--- src/hdl/serial_port_pkg.sv ---
package serial_port_pkg;

	// ==========================================================================
	// Byte framing on the data line.
	localparam int          BYTE_BITS  = 8;
	localparam logic [3:0]  ADDR_FULL  = 4'h8;
	localparam logic [2:0]  LAST_BIT   = 3'h7;
	localparam int          POS_W      = 8;
	localparam logic [7:0]  POS_START  = 8'h00;

	// ==========================================================================
	// Operational addresses and control bytes as held after LSB-first assembly.
	localparam logic [7:0]  OP_NONE    = 8'h00;
	localparam logic [7:0]  OP_WR_ITEM = 8'h06;
	localparam logic [7:0]  OP_RD_ITEM = 8'h86;
	localparam logic [7:0]  OP_WR_CTRL = 8'h46;
	localparam logic [7:0]  OP_RD_STAT = 8'hC6;
	localparam logic [7:0]  CTL_COEF   = 8'h60;
	localparam logic [7:0]  CTL_RESUME = 8'hE0;
	localparam logic [7:0]  SEL_NONE   = 8'h00;

	// ==========================================================================
	// Audio processing coefficients.
	localparam int          COEF_NUM   = 4;
	localparam logic [1:0]  COEF_FIRST = 2'h0;
	localparam logic [1:0]  COEF_LAST  = 2'h3;
	localparam logic [7:0]  COEF_RESET = 8'h00;

	// ==========================================================================
	// Driver timing.
	localparam int          CLK_PERIOD_NS  = 10;
	localparam int          T_ENABLE_NS    = 50;
	localparam int          ENABLE_MAX_CYC = T_ENABLE_NS / CLK_PERIOD_NS;

	typedef enum logic [0:0] {
		LM_ADDR = 1'b0,
		LM_DATA = 1'b1
	} link_mode_e;

endpackage
--- src/hdl/host_serial_port.sv ---
`timescale 1ns/10ps
module host_serial_port (
	input  wire logic       clk_i,                      // Core clock, 100 MHz.
	input  wire logic       nrst_i,                     // Synchronous reset, active low.
	input  wire logic       serial_clock_line_i,        // Link clock from the host.
	input  wire logic       mode_select_line_i,         // Link mode from the host.
	input  wire logic       serial_data_line_i,         // Link data, pin level.
	output logic            serial_data_line_o,         // Link data driven by the device.
	output logic            serial_data_line_oe_o,      // High while the device drives data.
	input  wire logic       port_ready_flag_i,          // Core ready for item bytes.
	input  wire logic [7:0] item_rd_data_i,             // Item byte at item_pos_o.
	output logic [7:0]      item_sel_o,                 // Selected item control byte.
	output logic [7:0]      item_pos_o,                 // Byte index within the item.
	output logic            item_dir_o,                 // Item direction, high for read.
	output logic            item_rd_o,                  // Pulse: item byte was sent.
	output logic            item_wr_o,                  // Pulse: item byte received.
	output logic [7:0]      item_wr_data_o,             // Received item byte.
	output logic [7:0]      left_to_left_coef_o,        // Coefficient left to left.
	output logic [7:0]      left_to_right_coef_o,       // Coefficient left to right.
	output logic [7:0]      right_to_left_coef_o,       // Coefficient right to left.
	output logic [7:0]      right_to_right_coef_o       // Coefficient right to right.
);

	localparam int EN_MAX = serial_port_pkg::ENABLE_MAX_CYC;

	function automatic logic is_read(input logic [7:0] op);
		is_read = (op == serial_port_pkg::OP_RD_ITEM) || (op == serial_port_pkg::OP_RD_STAT);
	endfunction

	// ==========================================================================
	// Line synchronisers.
	logic [1:0] clk_sync_q;
	logic [1:0] mode_sync_q;
	logic [1:0] data_sync_q;
	logic       clk_prev_q;
	logic       mode_prev_q;

	always_ff @(posedge clk_i) begin
		if (!nrst_i) begin
			clk_sync_q  <= 2'h3;
			mode_sync_q <= 2'h0;
			data_sync_q <= 2'h0;
			clk_prev_q  <= 1'b1;
			mode_prev_q <= 1'b0;
		end else begin
			clk_sync_q  <= {clk_sync_q[0], serial_clock_line_i};
			mode_sync_q <= {mode_sync_q[0], mode_select_line_i};
			data_sync_q <= {data_sync_q[0], serial_data_line_i};
			clk_prev_q  <= clk_sync_q[1];
			mode_prev_q <= mode_sync_q[1];
		end
	end

	logic clk_rise, mode_s, mode_rise, mode_fall;
	assign clk_rise  = clk_sync_q[1] && !clk_prev_q;
	assign mode_s    = mode_sync_q[1];
	assign mode_rise = mode_s && !mode_prev_q;
	assign mode_fall = !mode_s && mode_prev_q;

	// ==========================================================================
	// Protocol state.
	serial_port_pkg::link_mode_e lm_q, lm_d;
	logic [3:0] cnt_q, cnt_d;
	logic [7:0] rx_q, rx_d;
	logic [7:0] op_q, op_d;
	logic       coef_mode_q, coef_mode_d;
	logic [1:0] ptr_q, ptr_d;
	logic [7:0] coef_q [serial_port_pkg::COEF_NUM];
	logic [7:0] coef_d [serial_port_pkg::COEF_NUM];
	logic [7:0] sel_q, sel_d, sav_sel_q, sav_sel_d;
	logic [7:0] pos_q, pos_d, sav_pos_q, sav_pos_d;
	logic       dir_q, dir_d, sav_dir_q, sav_dir_d;
	logic       susp_q, susp_d;
	logic       rd_q, rd_d, wr_q, wr_d;
	logic [7:0] wr_data_q, wr_data_d;
	logic       sdo_q, sdo_d, oe_q, oe_d;
	logic       rdy_eff, byte_done;
	logic [7:0] byte_in;

	assign rdy_eff   = coef_mode_q || port_ready_flag_i;
	assign byte_in   = {data_sync_q[1], rx_q[7:1]};
	assign byte_done = (lm_q == serial_port_pkg::LM_DATA) && mode_s && clk_rise
		&& (cnt_q[2:0] == serial_port_pkg::LAST_BIT);

	always_comb begin
		lm_d        = lm_q;
		cnt_d       = cnt_q;
		rx_d        = rx_q;
		op_d        = op_q;
		coef_mode_d = coef_mode_q;
		ptr_d       = ptr_q;
		coef_d      = coef_q;
		sel_d       = sel_q;
		pos_d       = pos_q;
		dir_d       = dir_q;
		sav_sel_d   = sav_sel_q;
		sav_pos_d   = sav_pos_q;
		sav_dir_d   = sav_dir_q;
		susp_d      = susp_q;
		rd_d        = 1'b0;
		wr_d        = 1'b0;
		wr_data_d   = wr_data_q;
		if (mode_fall) begin
			lm_d  = serial_port_pkg::LM_ADDR;
			cnt_d = 4'h0;
		end else if (mode_rise) begin
			lm_d  = serial_port_pkg::LM_DATA;
			cnt_d = 4'h0;
			if (cnt_q == serial_port_pkg::ADDR_FULL) begin
				op_d = rx_q;
			end
		end else if (clk_rise) begin
			rx_d = byte_in;
			if (lm_q == serial_port_pkg::LM_ADDR) begin
				if (cnt_q != serial_port_pkg::ADDR_FULL) begin
					cnt_d = cnt_q + 4'h1;
				end
			end else if (cnt_q[2:0] == serial_port_pkg::LAST_BIT) begin
				cnt_d = 4'h0;
			end else begin
				cnt_d = cnt_q + 4'h1;
			end
		end
		if (byte_done) begin
			case (op_q)
				serial_port_pkg::OP_WR_CTRL: begin
					if (byte_in == serial_port_pkg::CTL_COEF) begin
						if (!coef_mode_q) begin
							sav_sel_d = sel_q;
							sav_pos_d = pos_q;
							sav_dir_d = dir_q;
							susp_d    = 1'b1;
						end
						coef_mode_d = 1'b1;
						ptr_d       = serial_port_pkg::COEF_FIRST;
					end else if (byte_in == serial_port_pkg::CTL_RESUME) begin
						coef_mode_d = 1'b0;
						if (susp_q) begin
							sel_d  = sav_sel_q;
							pos_d  = sav_pos_q;
							dir_d  = sav_dir_q;
							susp_d = 1'b0;
						end
					end else begin
						coef_mode_d = 1'b0;
						susp_d      = 1'b0;
						sel_d       = byte_in;
						pos_d       = serial_port_pkg::POS_START;
					end
				end
				serial_port_pkg::OP_WR_ITEM: begin
					if (coef_mode_q) begin
						coef_d[ptr_q] = byte_in;
						ptr_d = (ptr_q == serial_port_pkg::COEF_LAST)
							? serial_port_pkg::COEF_FIRST : ptr_q + 2'h1;
					end else begin
						wr_d      = 1'b1;
						wr_data_d = byte_in;
						dir_d     = 1'b0;
						pos_d     = pos_q + 8'h01;
					end
				end
				serial_port_pkg::OP_RD_ITEM: begin
					rd_d  = 1'b1;
					dir_d = 1'b1;
					pos_d = pos_q + 8'h01;
				end
				default: ;
			endcase
		end
	end

	// ==========================================================================
	// Data line driver.
	always_comb begin
		oe_d  = (lm_q == serial_port_pkg::LM_DATA) && mode_s && is_read(op_q);
		sdo_d = 1'b0;
		if (op_q == serial_port_pkg::OP_RD_ITEM) begin
			sdo_d = item_rd_data_i[cnt_q[2:0]];
		end else if (op_q == serial_port_pkg::OP_RD_STAT && cnt_q[2:0] == 3'h0) begin
			sdo_d = rdy_eff;
		end
	end

	always_ff @(posedge clk_i) begin
		if (!nrst_i) begin
			lm_q        <= serial_port_pkg::LM_ADDR;
			cnt_q       <= 4'h0;
			rx_q        <= 8'h00;
			op_q        <= serial_port_pkg::OP_NONE;
			coef_mode_q <= 1'b0;
			ptr_q       <= serial_port_pkg::COEF_FIRST;
			for (int i = 0; i < serial_port_pkg::COEF_NUM; i++) begin
				coef_q[i] <= serial_port_pkg::COEF_RESET;
			end
			sel_q       <= serial_port_pkg::SEL_NONE;
			pos_q       <= serial_port_pkg::POS_START;
			dir_q       <= 1'b0;
			sav_sel_q   <= serial_port_pkg::SEL_NONE;
			sav_pos_q   <= serial_port_pkg::POS_START;
			sav_dir_q   <= 1'b0;
			susp_q      <= 1'b0;
			rd_q        <= 1'b0;
			wr_q        <= 1'b0;
			wr_data_q   <= 8'h00;
			sdo_q       <= 1'b0;
			oe_q        <= 1'b0;
		end else begin
			lm_q        <= lm_d;
			cnt_q       <= cnt_d;
			rx_q        <= rx_d;
			op_q        <= op_d;
			coef_mode_q <= coef_mode_d;
			ptr_q       <= ptr_d;
			coef_q      <= coef_d;
			sel_q       <= sel_d;
			pos_q       <= pos_d;
			dir_q       <= dir_d;
			sav_sel_q   <= sav_sel_d;
			sav_pos_q   <= sav_pos_d;
			sav_dir_q   <= sav_dir_d;
			susp_q      <= susp_d;
			rd_q        <= rd_d;
			wr_q        <= wr_d;
			wr_data_q   <= wr_data_d;
			sdo_q       <= sdo_d;
			oe_q        <= oe_d;
		end
	end

	assign serial_data_line_o    = sdo_q;
	assign serial_data_line_oe_o = oe_q;
	assign item_sel_o            = sel_q;
	assign item_pos_o            = pos_q;
	assign item_dir_o            = dir_q;
	assign item_rd_o             = rd_q;
	assign item_wr_o             = wr_q;
	assign item_wr_data_o        = wr_data_q;
	assign left_to_left_coef_o   = coef_q[0];
	assign left_to_right_coef_o  = coef_q[1];
	assign right_to_left_coef_o  = coef_q[2];
	assign right_to_right_coef_o = coef_q[3];

	// ==========================================================================
	// Checks.
	drive_on_a: assert property (@(posedge clk_i) disable iff (!nrst_i)
		mode_rise && is_read(op_d) |-> ##[1:EN_MAX] oe_q)
		else $error("data driver not enabled after mode rise");
	drive_off_a: assert property (@(posedge clk_i) disable iff (!nrst_i)
		!mode_s |=> !oe_q)
		else $error("data driver still on after mode fall");
	poll_copy_a: assert property (@(posedge clk_i) disable iff (!nrst_i)
		op_q == serial_port_pkg::OP_RD_STAT && cnt_q == 4'h0 |=> sdo_q == $past(rdy_eff))
		else $error("ready flag not copied to data line");
	coef_ready_a: assert property (@(posedge clk_i) disable iff (!nrst_i)
		coef_mode_q && op_q == serial_port_pkg::OP_RD_STAT && cnt_q == 4'h0 |=> sdo_q)
		else $error("ready low during coefficient writes");
	coef_step_a: assert property (@(posedge clk_i) disable iff (!nrst_i)
		byte_done && coef_mode_q && op_q == serial_port_pkg::OP_WR_ITEM
		|=> ptr_q == (($past(ptr_q) == 2'h3) ? 2'h0 : $past(ptr_q) + 2'h1))
		else $error("coefficient pointer out of order");
	coef_store_a: assert property (@(posedge clk_i) disable iff (!nrst_i)
		byte_done && coef_mode_q && op_q == serial_port_pkg::OP_WR_ITEM && ptr_q == 2'h0
		|=> left_to_left_coef_o == $past(byte_in) && !item_wr_o)
		else $error("first coefficient not stored");
	resume_pos_a: assert property (@(posedge clk_i) disable iff (!nrst_i)
		byte_done && susp_q && op_q == serial_port_pkg::OP_WR_CTRL
		&& byte_in == serial_port_pkg::CTL_RESUME |=> pos_q == $past(sav_pos_q) && !susp_q)
		else $error("resume did not restore item position");
	no_nest_a: assert property (@(posedge clk_i) disable iff (!nrst_i)
		byte_done && coef_mode_q && op_q == serial_port_pkg::OP_WR_CTRL
		&& byte_in == serial_port_pkg::CTL_COEF |=> sav_pos_q == $past(sav_pos_q))
		else $error("coefficient sequence was suspended");
	item_start_a: assert property (@(posedge clk_i) disable iff (!nrst_i)
		byte_done && op_q == serial_port_pkg::OP_WR_CTRL && byte_in != serial_port_pkg::CTL_COEF
		&& byte_in != serial_port_pkg::CTL_RESUME |=> pos_q == 8'h00 ##1 pos_q == 8'h00)
		else $error("item transfer did not start at first byte");
	byte_chain_a: assert property (@(posedge clk_i) disable iff (!nrst_i)
		byte_done |=> cnt_q == 4'h0 && lm_q == serial_port_pkg::LM_DATA)
		else $error("no direct continuation into next byte");

endmodule

--- config.mk ---
export PLATFORM = sky130hd
export DESIGN_NAME = host_serial_port
export DESIGN_NICKNAME = d
export VERILOG_FILES = /design/src/hdl/serial_port_pkg.sv /design/src/hdl/host_serial_port.sv
export SDC_FILE = /design/constraint.sdc
export NUM_CORES = 1
export LEC_CHECK = 0
export BUFFER_PORTS_ARGS = -buffer_cell sky130_fd_sc_hd__buf_2
export CAP_MARGIN = 20
export CELL_PAD_IN_SITES_DETAIL_PLACEMENT = 2
export CELL_PAD_IN_SITES_GLOBAL_PLACEMENT = 2
export CORE_MARGIN = 3
export CORE_UTILIZATION = 34
export CTS_CLUSTER_SIZE = 16
export DETAILED_ROUTE_END_ITERATION = 10
export PLACE_DENSITY_LB_ADDON = 0.1
export SYNTH_ARGS = -nofsm -noshare
export SYNTH_HDL_FRONTEND = slang
export SYNTH_SLANG_ARGS = --single-unit
--- constraint.sdc ---
create_clock -name clk_i -period 2.8 [get_ports clk_i]
set_clock_uncertainty 0.2 [all_clocks]
set_input_delay 0 -clock clk_i [delete_from_list [all_inputs] [get_ports clk_i]]
set_output_delay 0 -clock clk_i [all_outputs]
set_load 0.01 [all_outputs]
==> flow_metrics.tcl, run 1 <==
set metrics [dict create \
    syn-cell-area_um2 4544 \
    clock-root-buffer "clkbuf_16" \
    critPathArrivalTime_ns 2.50 \
    antenna_found_initial 0 \
    dp_hpwl_um 10120 \
    die_area_um2 14790 \
    synth_top_family_by_area "simple AND/OR/NAND/NOR gates" \
    port_buffers 74 \
    layout_worst_path_cycle_share 0.8830 \
    hold_viol 0 \
    worstPathMaxFanout 17 \
    async_flop_share 0 \
    holdWs_ns 0.01372 \
    synthSimpleGateAreaFrac 0.2346 \
    synth_seq_cells 111 \
    grt_pass1_vias 4348 \
    clk_path_buf_depth 2 \
    ys_seq_area_frac 0.4890 \
    busiest_layer "met2" \
    hold_class "in2reg" \
    drv_cap 0 \
    grt_use_total 0.1995 \
    drc 0 \
    outcome "finished, final reports clean" \
    netlist_instances 515 \
    synthFlopType "dfxtp_1" \
    synth_edf_count 0 \
    max_slew_margin 0.5791 \
    synth.mux.area_fraction 0.03442 \
    die_w_um 121.6 \
    antenna_cells 0 \
    core_area_um2 12820 \
    synth-compound-area-share 0.1583 \
    syn_avg_cell_area_um2 8.824 \
    first_iter_violations 140 \
    start_kind "flip-flop" \
    tns_ns 0 \
    via_per_inst 5.209 \
    cts.clk_slew.worst_paths_ns 0.07 \
    grt_setup_unrepaired "no" \
    post_drt_wl_per_cell_um 18.19 \
    synth_top_area_frac 0.4890 \
    clock_sinks 111 \
    io_pins 75 \
    final_util 0.4339 \
    drv_slew 0 \
    drtAntennaViolNets 0 \
    worstMarginPinSlew_ns 0.6313 \
    grt_use_met1 0.2514 \
    yosys.area_share.adder 0.02753 \
    drive_gt1_frac 0.2355 \
    die_y_um 121.6 \
    grt_max_degree 56 \
    synth_top_cells_by_count "111 x dfxtp_1, 86 x nand2_1, 45 x nand3_1" \
    initial_core_util 0.3543 \
    cts_buffers 9 \
    path_class "reg2reg" \
    synth_area_leader_cell "dfxtp_1" \
    wirelength_um 14100 \
    ys_types 52 \
    gr-usage-met2 0.3509 \
    worstPathRequired_ns 2.83 \
    post_cts_buffers 0 \
    netlist_top_cells_area "dfxtp_1 49%, nand2_1 7.1%, nand3_1 5.0%" \
    finalCriticalPeriod_ns 2.472 \
    holdBufCountCts 4 \
    p_leak_nw 2.106 \
    powerDensity_nw_per_um2 564.3 \
    syn2layout_area_growth_pct 22.44 \
    fin_nets 622 \
    grt_pass1_wl_um 23090 \
    fp-row-count 41 \
    endpoint_kind "flip-flop" \
    setup_viol 0 \
    synthMostInstantiatedCell "dfxtp_1" \
    cts_tree "yes" \
    routed-via-count 4037 \
    max_freq_mhz 404.4 \
    cts.htree.levels 3 \
    ir_worst_vdd_uv 375.5 \
    synth_nets 539 \
    gr-total-overflow 0 \
    synthXorXnorAreaFrac 0.01349 \
    grtUsageMet3 0.04039 \
    synth_warnings 0 \
    ctsResizeCount 0 \
    drt_first_pass_iters 4 \
    worstSkewPairLatency_ns 0.35 \
    place.gp.congestion 0.7735 \
]
==> worst max-delay path: stages, from the launching register on <==
cell     delay, ns
dfxtp_1       0.42
ha_1          0.19
ha_1          0.19
and4b_4       0.31
nand4_1       0.13
or3_1         0.66
nand2_1       0.20
a21oi_2       0.06
==> cell type report <==
class,count,area (um2)
Timing Repair Buffer,105,613.1
Tap cell,172,215.2
Multi-Input combinational cell,362,2135
Fill cell,1449,7261
Clock inverter,7,120.1
Sequential cell,111,2222
Clock buffer,9,225.2
Inverter,9,33.78
==> metal layers <==
metal	share of wire	wire length [um]
met1	0.45	6358
met5	0	0
met4	0.011	161
met3	0.031	442
met2	0.51	7135
==> final timing paths <==
check                                              start                             to  slack (ns)  cells past startpoint
worst min-delay path                   item_rd_data_i[6]  serial_data_line_o$_SDFF_PN0_        0.01                      4
worst max register to register     cnt_q[1]$_SDFFE_PP0P_      sav_sel_q[3]$_SDFFE_PN0P_        0.33                      7
worst min register to register  clk_sync_q[0]$_SDFF_PN1_       clk_sync_q[1]$_SDFF_PN1_        0.22                      1
worst max-delay path               cnt_q[1]$_SDFFE_PP0P_      sav_sel_q[3]$_SDFFE_PN0P_        0.33                      7
==> sequential cells by signal, indices dropped and copies added (netlist names), 2 cells and up <==
register               count
data_sync_q                2
ptr_q                      2
mode_sync_q                2
left_to_left_coef_o        8
op_q                       8
rx_q                       8
sav_pos_q                  8
item_pos_o                 8
sav_sel_q                  8
left_to_right_coef_o       8
right_to_left_coef_o       8
item_wr_data_o             8
cnt_q                      4
clk_sync_q                 2
right_to_right_coef_o      8
item_sel_o                 8
==> power breakdown <==
part	internal, mW	switching (mW)
clock	0.878	0.597
combinational	0.0260	0.0505
sequential	1.58	0.00524
==> logic make-up after synthesis <==
family | after synthesis
multiplexers | 13
buffers and inverters | 42
flip-flops | 111
XOR/XNOR | 7
AO/OA/AOI/OAI | 116
AND/OR/NAND/NOR | 216
adder cells (fa/ha/maj) | 10
==> cells in the final DEF, fill, tap and decap left out, types with 4 or more instances in the layout <==
cell type / n
nor3_1: 8
mux2i_1: 10
buf_4: 27
a21oi_1: 36
dlygate4sd3_1: 4
nand4b_1: 4
a22oi_1: 4
xor2_1: 5
dfxtp_1: 111
ha_1: 10
nand3_1: 45
nand2_1: 86
inv_1: 8
nand2b_1: 4
a211oi_1: 10
buf_2: 74
clkbuf_16: 9
nor2_1: 37
o211ai_1: 4
and2_1: 6
a21oi_2: 10
a31oi_1: 6
nand4_1: 5
o21ai_0: 38
==> metrics by stage <==
step | instances | total power [mW] | worst slack (ns) | area, um2
finish | 775 | 3.140 | 0.3275 | 5564
global route | 775 | 3.264 | 0.1877 | 5564
CTS | 775 | 3.181 | 0.3212 | 5564
detailed placement | 755 | 1.698 | 0.3449 | 5179
global placement | 755 | 1.696 | 0.3966 | 5179
floorplan | 515 | 1.667 | 0.4735 | 4544
No activity file was read; power rests on OpenSTA's default activity.
==> run 2: changes to the inputs <==
--- a/config.mk
+++ b/config.mk
@@ -5,12 +5,13 @@
 export SDC_FILE = /design/constraint.sdc
 export NUM_CORES = 1
 export LEC_CHECK = 0
+export ABC_AREA = 1
 export BUFFER_PORTS_ARGS = -buffer_cell sky130_fd_sc_hd__buf_2
 export CAP_MARGIN = 20
 export CELL_PAD_IN_SITES_DETAIL_PLACEMENT = 2
 export CELL_PAD_IN_SITES_GLOBAL_PLACEMENT = 2
 export CORE_MARGIN = 3
-export CORE_UTILIZATION = 34
+export CORE_UTILIZATION = 32
 export CTS_CLUSTER_SIZE = 16
 export DETAILED_ROUTE_END_ITERATION = 10
 export PLACE_DENSITY_LB_ADDON = 0.1
==> run 2 against run 1 <==
Against the previous run:
- area after synthesis rose by 8.9%
- first-iteration DRC count rose by 11%
- critical path type unchanged
- global-route usage fell by 0.89 points
- clock power barely moved
- highest routed layer unchanged
- largest cell class is now multi-input gates
==> flow_metrics.tcl, run 2 <==
set metrics [dict create \
    die_w_um 130.4 \
    busiest_layer "met2" \
    hold_depth 4 \
    worstSkewPairLatency_ns 0.35 \
    synthMostInstantiatedCell "nor2_1" \
    critPathArrivalTime_ns 2.36 \
    grt_pass1_vias 4987 \
    hold_viol 0 \
    final_cell_mix "152 x nor2_1, 111 x dfxtp_1, 93 x nand2_1" \
    drive_gt1_frac 0.1978 \
    finalCriticalPeriod_ns 2.268 \
    dp_hpwl_um 11170 \
    drt_first_pass_iters 4 \
    drtAntennaViolNets 0 \
    drv_slew 0 \
    final_common_cell "nor2_1" \
    worstPathRequired_ns 2.89 \
    fp-row-count 44 \
    fillers 1745 \
    clock-root-buffer "clkbuf_16" \
    first_iter_violations 155 \
    multiInputGateArea_um2 2344 \
    clock_sinks 111 \
    drc 0 \
    switching_share 0.2217 \
    hold_start "mode_select_line_i" \
    synth_seq_cells 111 \
    cts_tree "yes" \
    die_area_um2 17000 \
    p_clk_frac 0.459 \
    port_buffers 74 \
    synth_top_area_frac 0.4488 \
    cts_buffers 9 \
    grt_max_degree 88 \
    synth_area_leader_cell "dfxtp_1" \
    synth_nets 687 \
    worstMarginPinSlew_ns 0.8349 \
    grt_use_total 0.1906 \
    tns_ns 0 \
    async_flop_share 0 \
    postPlaceCellArea_um2 5489 \
    seqPwrFrac 0.506 \
    cts.clk_slew.worst_paths_ns 0.08 \
    timing.rr.end "sav_pos_q[4]$_SDFFE_PN0P_" \
    max_freq_mhz 441.0 \
    syn-cell-area_um2 4951 \
    core_area_um2 14810 \
    hold_class "in2reg" \
    antenna_cells 0 \
    setup_viol 0 \
    grt_pass1_wl_um 25440 \
    powerDensity_nw_per_um2 537.4 \
    fin_nets 762 \
    post_cts_buffers 0 \
    gr-usage-met2 0.3337 \
    wirelength_um 15630 \
    outcome "finished, final reports clean" \
    cts.htree.levels 3 \
    p_leak_nw 2.889 \
    r2r_slack_ns 0.53 \
    hold_end "mode_sync_q[0]$_SDFF_PN0_" \
    ys_types 36 \
    r2r_cells 10 \
    via_per_inst 4.995 \
    ys_seq_area_frac 0.4488 \
    p_comb_frac 0.036 \
    drv_cap 0 \
    design_area_um2 5881 \
    ir_worst_vdd_uv 293.4 \
    antenna_found_initial 0 \
    grt_setup_unrepaired "no" \
    syn_avg_cell_area_um2 7.468 \
    post_drt_wl_per_cell_um 16.86 \
    synth_edf_count 0 \
    p_switching_uw 700.7 \
    p_int_mw 2.459 \
    grtUsageMet3 0.02724 \
    regToRegStartpoint "cnt_q[0]$_SDFFE_PP0P_" \
    synthFlopType "dfxtp_1" \
    io_pins 75 \
    place.gp.congestion 0.7999 \
    netlist_instances 663 \
    gr-total-overflow 0 \
    path_class "reg2reg" \
    worstPathMaxFanout 17 \
    initial_core_util 0.3343 \
    synth_warnings 0 \
    start_kind "flip-flop" \
    layout_worst_path_cycle_share 0.8098 \
    max_slew_margin 0.4434 \
    routed-via-count 4630 \
    netlist_top_cells_area "dfxtp_1 45%, nor2_1 12%, nand2_1 7.1%" \
    grt_use_met1 0.2412 \
    seq_area_um2 2222 \
    clk_path_buf_depth 2 \
    die_y_um 130.4 \
    syn2layout_area_growth_pct 18.78 \
    synth_top_cells_by_count "152 x nor2_1, 111 x dfxtp_1, 93 x nand2_1" \
    worstSetupStartpoint "cnt_q[0]$_SDFFE_PP0P_" \
    endpoint_kind "flip-flop" \
]
## run 2: cell count changes after synthesis, moves of 9 or more
cell     previous run  this run
inv_1               8        47
inv_2               0        10
mux2i_1            10         0
nand3_1            45        33
nor2_1             37       152
o21ai_0            38        47
o21ai_1             1        36
## run 2: worst max path at each step
| stage | endpoint | slack (ns) |
|---|---|---|
| final | sav_pos_q[4]$_SDFFE_PN0P_ | 0.53 |
| after global routing | op_q[6]$_SDFFE_PN0P_ | 0.28 |
| after CTS | op_q[6]$_SDFFE_PN0P_ | 0.50 |
| after detailed placement | op_q[6]$_SDFFE_PN0P_ | 0.50 |
| after global placement | left_to_left_coef_o[6]$_SDFFE_PN0P_ | 0.62 |
| after floorplan | sav_pos_q[7]$_SDFFE_PN0P_ | 0.87 |
## run 2: layout make-up
class / instances / area share
tap: 184 / 0.03915
inverter: 61 / 0.03957
clock inverter: 5 / 0.01340
timing repair buffer: 92 / 0.08851
multi-input combinational: 463 / 0.3985
sequential: 111 / 0.3779
clock buffer: 11 / 0.04298
## run 2: logic make-up after synthesis
logic type | count (synthesis) | share of synthesized area
simple gates | 320 | 0.3073
compound gates | 131 | 0.1372
flops | 111 | 0.4488
buf+inv | 89 | 0.07784
fa+ha+maj | 10 | 0.02527
xor+xnor | 2 | 0.003539
## run 2: routing by layer
metal	up-vias	routed length (um)
li1	2287	-
met1	2256	7397
met2	71	7539
met3	16	437
met4	0	255
met5	-	0
## run 2: power by group through the flow
stage	combinational [mW]	clock, mW	sequential (mW)
detailed placement	0.109	0	1.64
global placement	0.106	0	1.64
CTS	0.115	1.49	1.60
global route	0.125	1.56	1.60
floorplan	0.0711	0	1.63
finish	0.112	1.45	1.60
## run 2: per-stage QoR
step	power, mW	hold WS (ns)	instances	utilization	setup WS, ns
3_5_place_dp	1.745	-0.01047	905	0.3706	0.5010
4_1_cts	3.203	0.1490	927	0.3971	0.4981
3_3_place_gp	1.741	-0.01319	905	0.3706	0.6205
6_report	3.160	0.1608	927	0.3971	0.5324
5_1_grt	3.284	0.1958	927	0.3971	0.2780
2_1_floorplan	1.699	-0.1024	663	-	0.8701
## run 2: worst max-delay path, stage by stage, from the launching register on
cell and delay (ns):
dfxtp_1 0.42, ha_1 0.19, ha_1 0.15, nand2_1 0.10
inv_2 0.10, nand3_4 0.11, inv_4 0.14, nand3_4 0.10
nor2_4 0.38, o21ai_0 0.17, nor2_1 0.15
## run 2: what timing repair did
item / 4_1_cts / 5_1_grt
hold buffers: 6 / 0
resized for setup: 0 / 0
hold endpoints to repair: 10 / 0
==> run 3: changes to the inputs <==
==> constraint.sdc (replaced) <==
create_clock -name clk_i -period 2.37 [get_ports clk_i]
set_clock_uncertainty 0.2 [all_clocks]
set_input_delay 0 -clock clk_i [delete_from_list [all_inputs] [get_ports clk_i]]
set_output_delay 0 -clock clk_i [all_outputs]
set_load 0.01 [all_outputs]
==> run 3 against run 2 <==
Against the previous run:
- worst setup slack got worse by 0.37 ns
- critical path depth rose by 1
- routed wire length rose by 3.0%
- die area did not move
- maximum frequency rose by 2.6%
- worst hold slack improved by 0.0086 ns
- final area rose by 0.45%
- cell count rose by 0.54%
- utilization rose by 0.18 points
- power rose by 15%
- global-route usage rose by 0.45 points
- non-clock buffer count rose by 6
- critical path type unchanged
- critical endpoint is now right_to_left_coef_o[7]$_SDFFE_PN0P_
- highest routed layer unchanged
==> flow_metrics.tcl, run 3 (synthesis results as in run 2) <==
set metrics [dict create \
    outcome "finished, final reports clean" \
    drive_gt1_frac 0.2072 \
    p_int_mw 2.776 \
    start_kind "flip-flop" \
    wl_met3_um 494 \
    worstSetupStartpoint "cnt_q[1]$_SDFFE_PP0P_" \
    cts_buffers 9 \
    pre_cts_slack_ns 0.08776 \
    hold_start "serial_data_line_i" \
    drt_first_pass_iters 4 \
    antenna_found_initial 0 \
    final_cell_mix "152 x nor2_1, 110 x dfxtp_1, 92 x nand2_1" \
    dp_hpwl_um 11220 \
    grt_use_total 0.1951 \
    antenna_cells 0 \
    port_buffers 74 \
    p_clk_frac 0.443 \
    p_leak_nw 2.904 \
    drt-met1-wl_um 7261 \
    grt_pass1_vias 4993 \
    regToRegStartpoint "cnt_q[1]$_SDFFE_PP0P_" \
    crit_chain "ha_1 > ha_1 > nand2_1 > inv_2 > nand3_4 > inv_4 > nand3_4 > nor2_8 > inv_2 > nor2_1 > nor2_1" \
    fin_nets 768 \
    worstSkewPairLatency_ns 0.36 \
    drv_slew 0 \
    cts.clk_slew.worst_paths_ns 0.08 \
    r2r_slack_ns 0.16 \
    clock_sinks 111 \
    critPathArrivalTime_ns 2.26 \
    highest_layer "met4" \
    final_common_cell "nor2_1" \
    place_inst 911 \
    post_cts_buffers 0 \
    place.gp.congestion 0.7665 \
    routed-via-count 4630 \
    layout_worst_path_cycle_share 0.9325 \
    syn2layout_area_growth_pct 19.31 \
    cts_tree "yes" \
    finalCriticalPeriod_ns 2.210 \
    clock-root-buffer "clkbuf_16" \
    drv_cap 0 \
    gr-total-overflow 0 \
    worstMarginPinSlew_ns 0.8540 \
    stdcell_count 932 \
    final_util 0.3989 \
    seq_area_um2 2223 \
    max_freq_mhz 452.5 \
    drc 0 \
    die_w_um 130.4 \
    setup_viol 0 \
    total_power_mw 3.635 \
    hold_class "in2reg" \
    ir_worst_vdd_uv 327.6 \
    fp-row-count 44 \
    endpoint_kind "flip-flop" \
    worstPathMaxFanout 9 \
    slowest_delay_ns 0.41 \
    cts.htree.levels 3 \
    io_pins 75 \
    switching_share 0.2363 \
    core_area_um2 14810 \
    path_class "reg2reg" \
    via_per_inst 4.968 \
    worstPathRequired_ns 2.42 \
    post_drt_wl_per_cell_um 17.27 \
    die_area_um2 17000 \
    initial_core_util 0.3343 \
    first_iter_violations 223 \
    met2_wirelength_um 8176 \
    multiInputGateArea_um2 2351 \
    holdWs_ns 0.1694 \
    max_slew_margin 0.4307 \
    p_switching_uw 859.0 \
    grt_max_degree 88 \
    critical-path-slowest-cell "dfxtp_1" \
    powerDensity_nw_per_um2 615.3 \
    drtAntennaViolNets 0 \
    seqPwrFrac 0.519 \
    setup_slack_ns 0.1599 \
    wirelength_um 16090 \
    grt_pass1_wl_um 26080 \
    fillers 1765 \
    p_comb_frac 0.038 \
    die_y_um 130.4 \
    hold_viol 0 \
    clk_path_buf_depth 2 \
]
run 3: final cells by class:
class | instances | area share
tap | 184 | 0.03897
timing repair buffer | 98 | 0.09574
clock inverter | 5 | 0.01101
multi-input combinational | 463 | 0.3980
sequential | 111 | 0.3764
clock buffer | 10 | 0.04046
inverter | 61 | 0.03940
run 3: timing repair:
item                                   4_1_cts  5_1_grt
setup endpoints to repair                    0       14
hold buffers                                 6        0
resized for setup                            0        3
endpoints found under the hold margin       10        0
run 3: critical path, delay by kind of cell (launching register included):
kind	cells	cell delay, ns
flip-flops	1	0.41
AND/OR/NAND/NOR	6	0.81
adder cells (fa/ha/maj)	2	0.32
buffers and inverters	3	0.35
run 3: layer usage:
metal | vias up | GRT usage
met4 | 0 | 0.04053
met3 | 12 | 0.04553
met2 | 74 | 0.3509
met1 | 2266 | 0.2386
met5 | - | 0
li1 | 2278 | -
run 3: power groups by stage:
stage	Combinational, mW	Clock (mW)	Sequential (mW)
2_1_floorplan	0.0840	0	1.92
3_3_place_gp	0.126	0	1.93
3_5_place_dp	0.131	0	1.93
4_1_cts	0.139	1.66	1.89
5_1_grt	0.153	1.73	1.89
6_report	0.137	1.61	1.89
run 3: path summary, 6_finish.rpt:
check | endpoint | cells past startpoint
setup / recovery | right_to_left_coef_o[7]$_SDFFE_PN0P_ | 11
hold / removal | data_sync_q[0]$_SDFF_PN0_ | 4
setup reg to reg | right_to_left_coef_o[7]$_SDFFE_PN0P_ | 11
hold reg to reg | clk_sync_q[1]$_SDFF_PN1_ | 1
run 3: stage by stage:
step	TNS (ns)	instance area [um2]
after floorplan	0	4951
after global placement	0	5534
after detailed placement	0	5534
after CTS	0	5898
after global routing	-0.01900	5907
final	0	5907
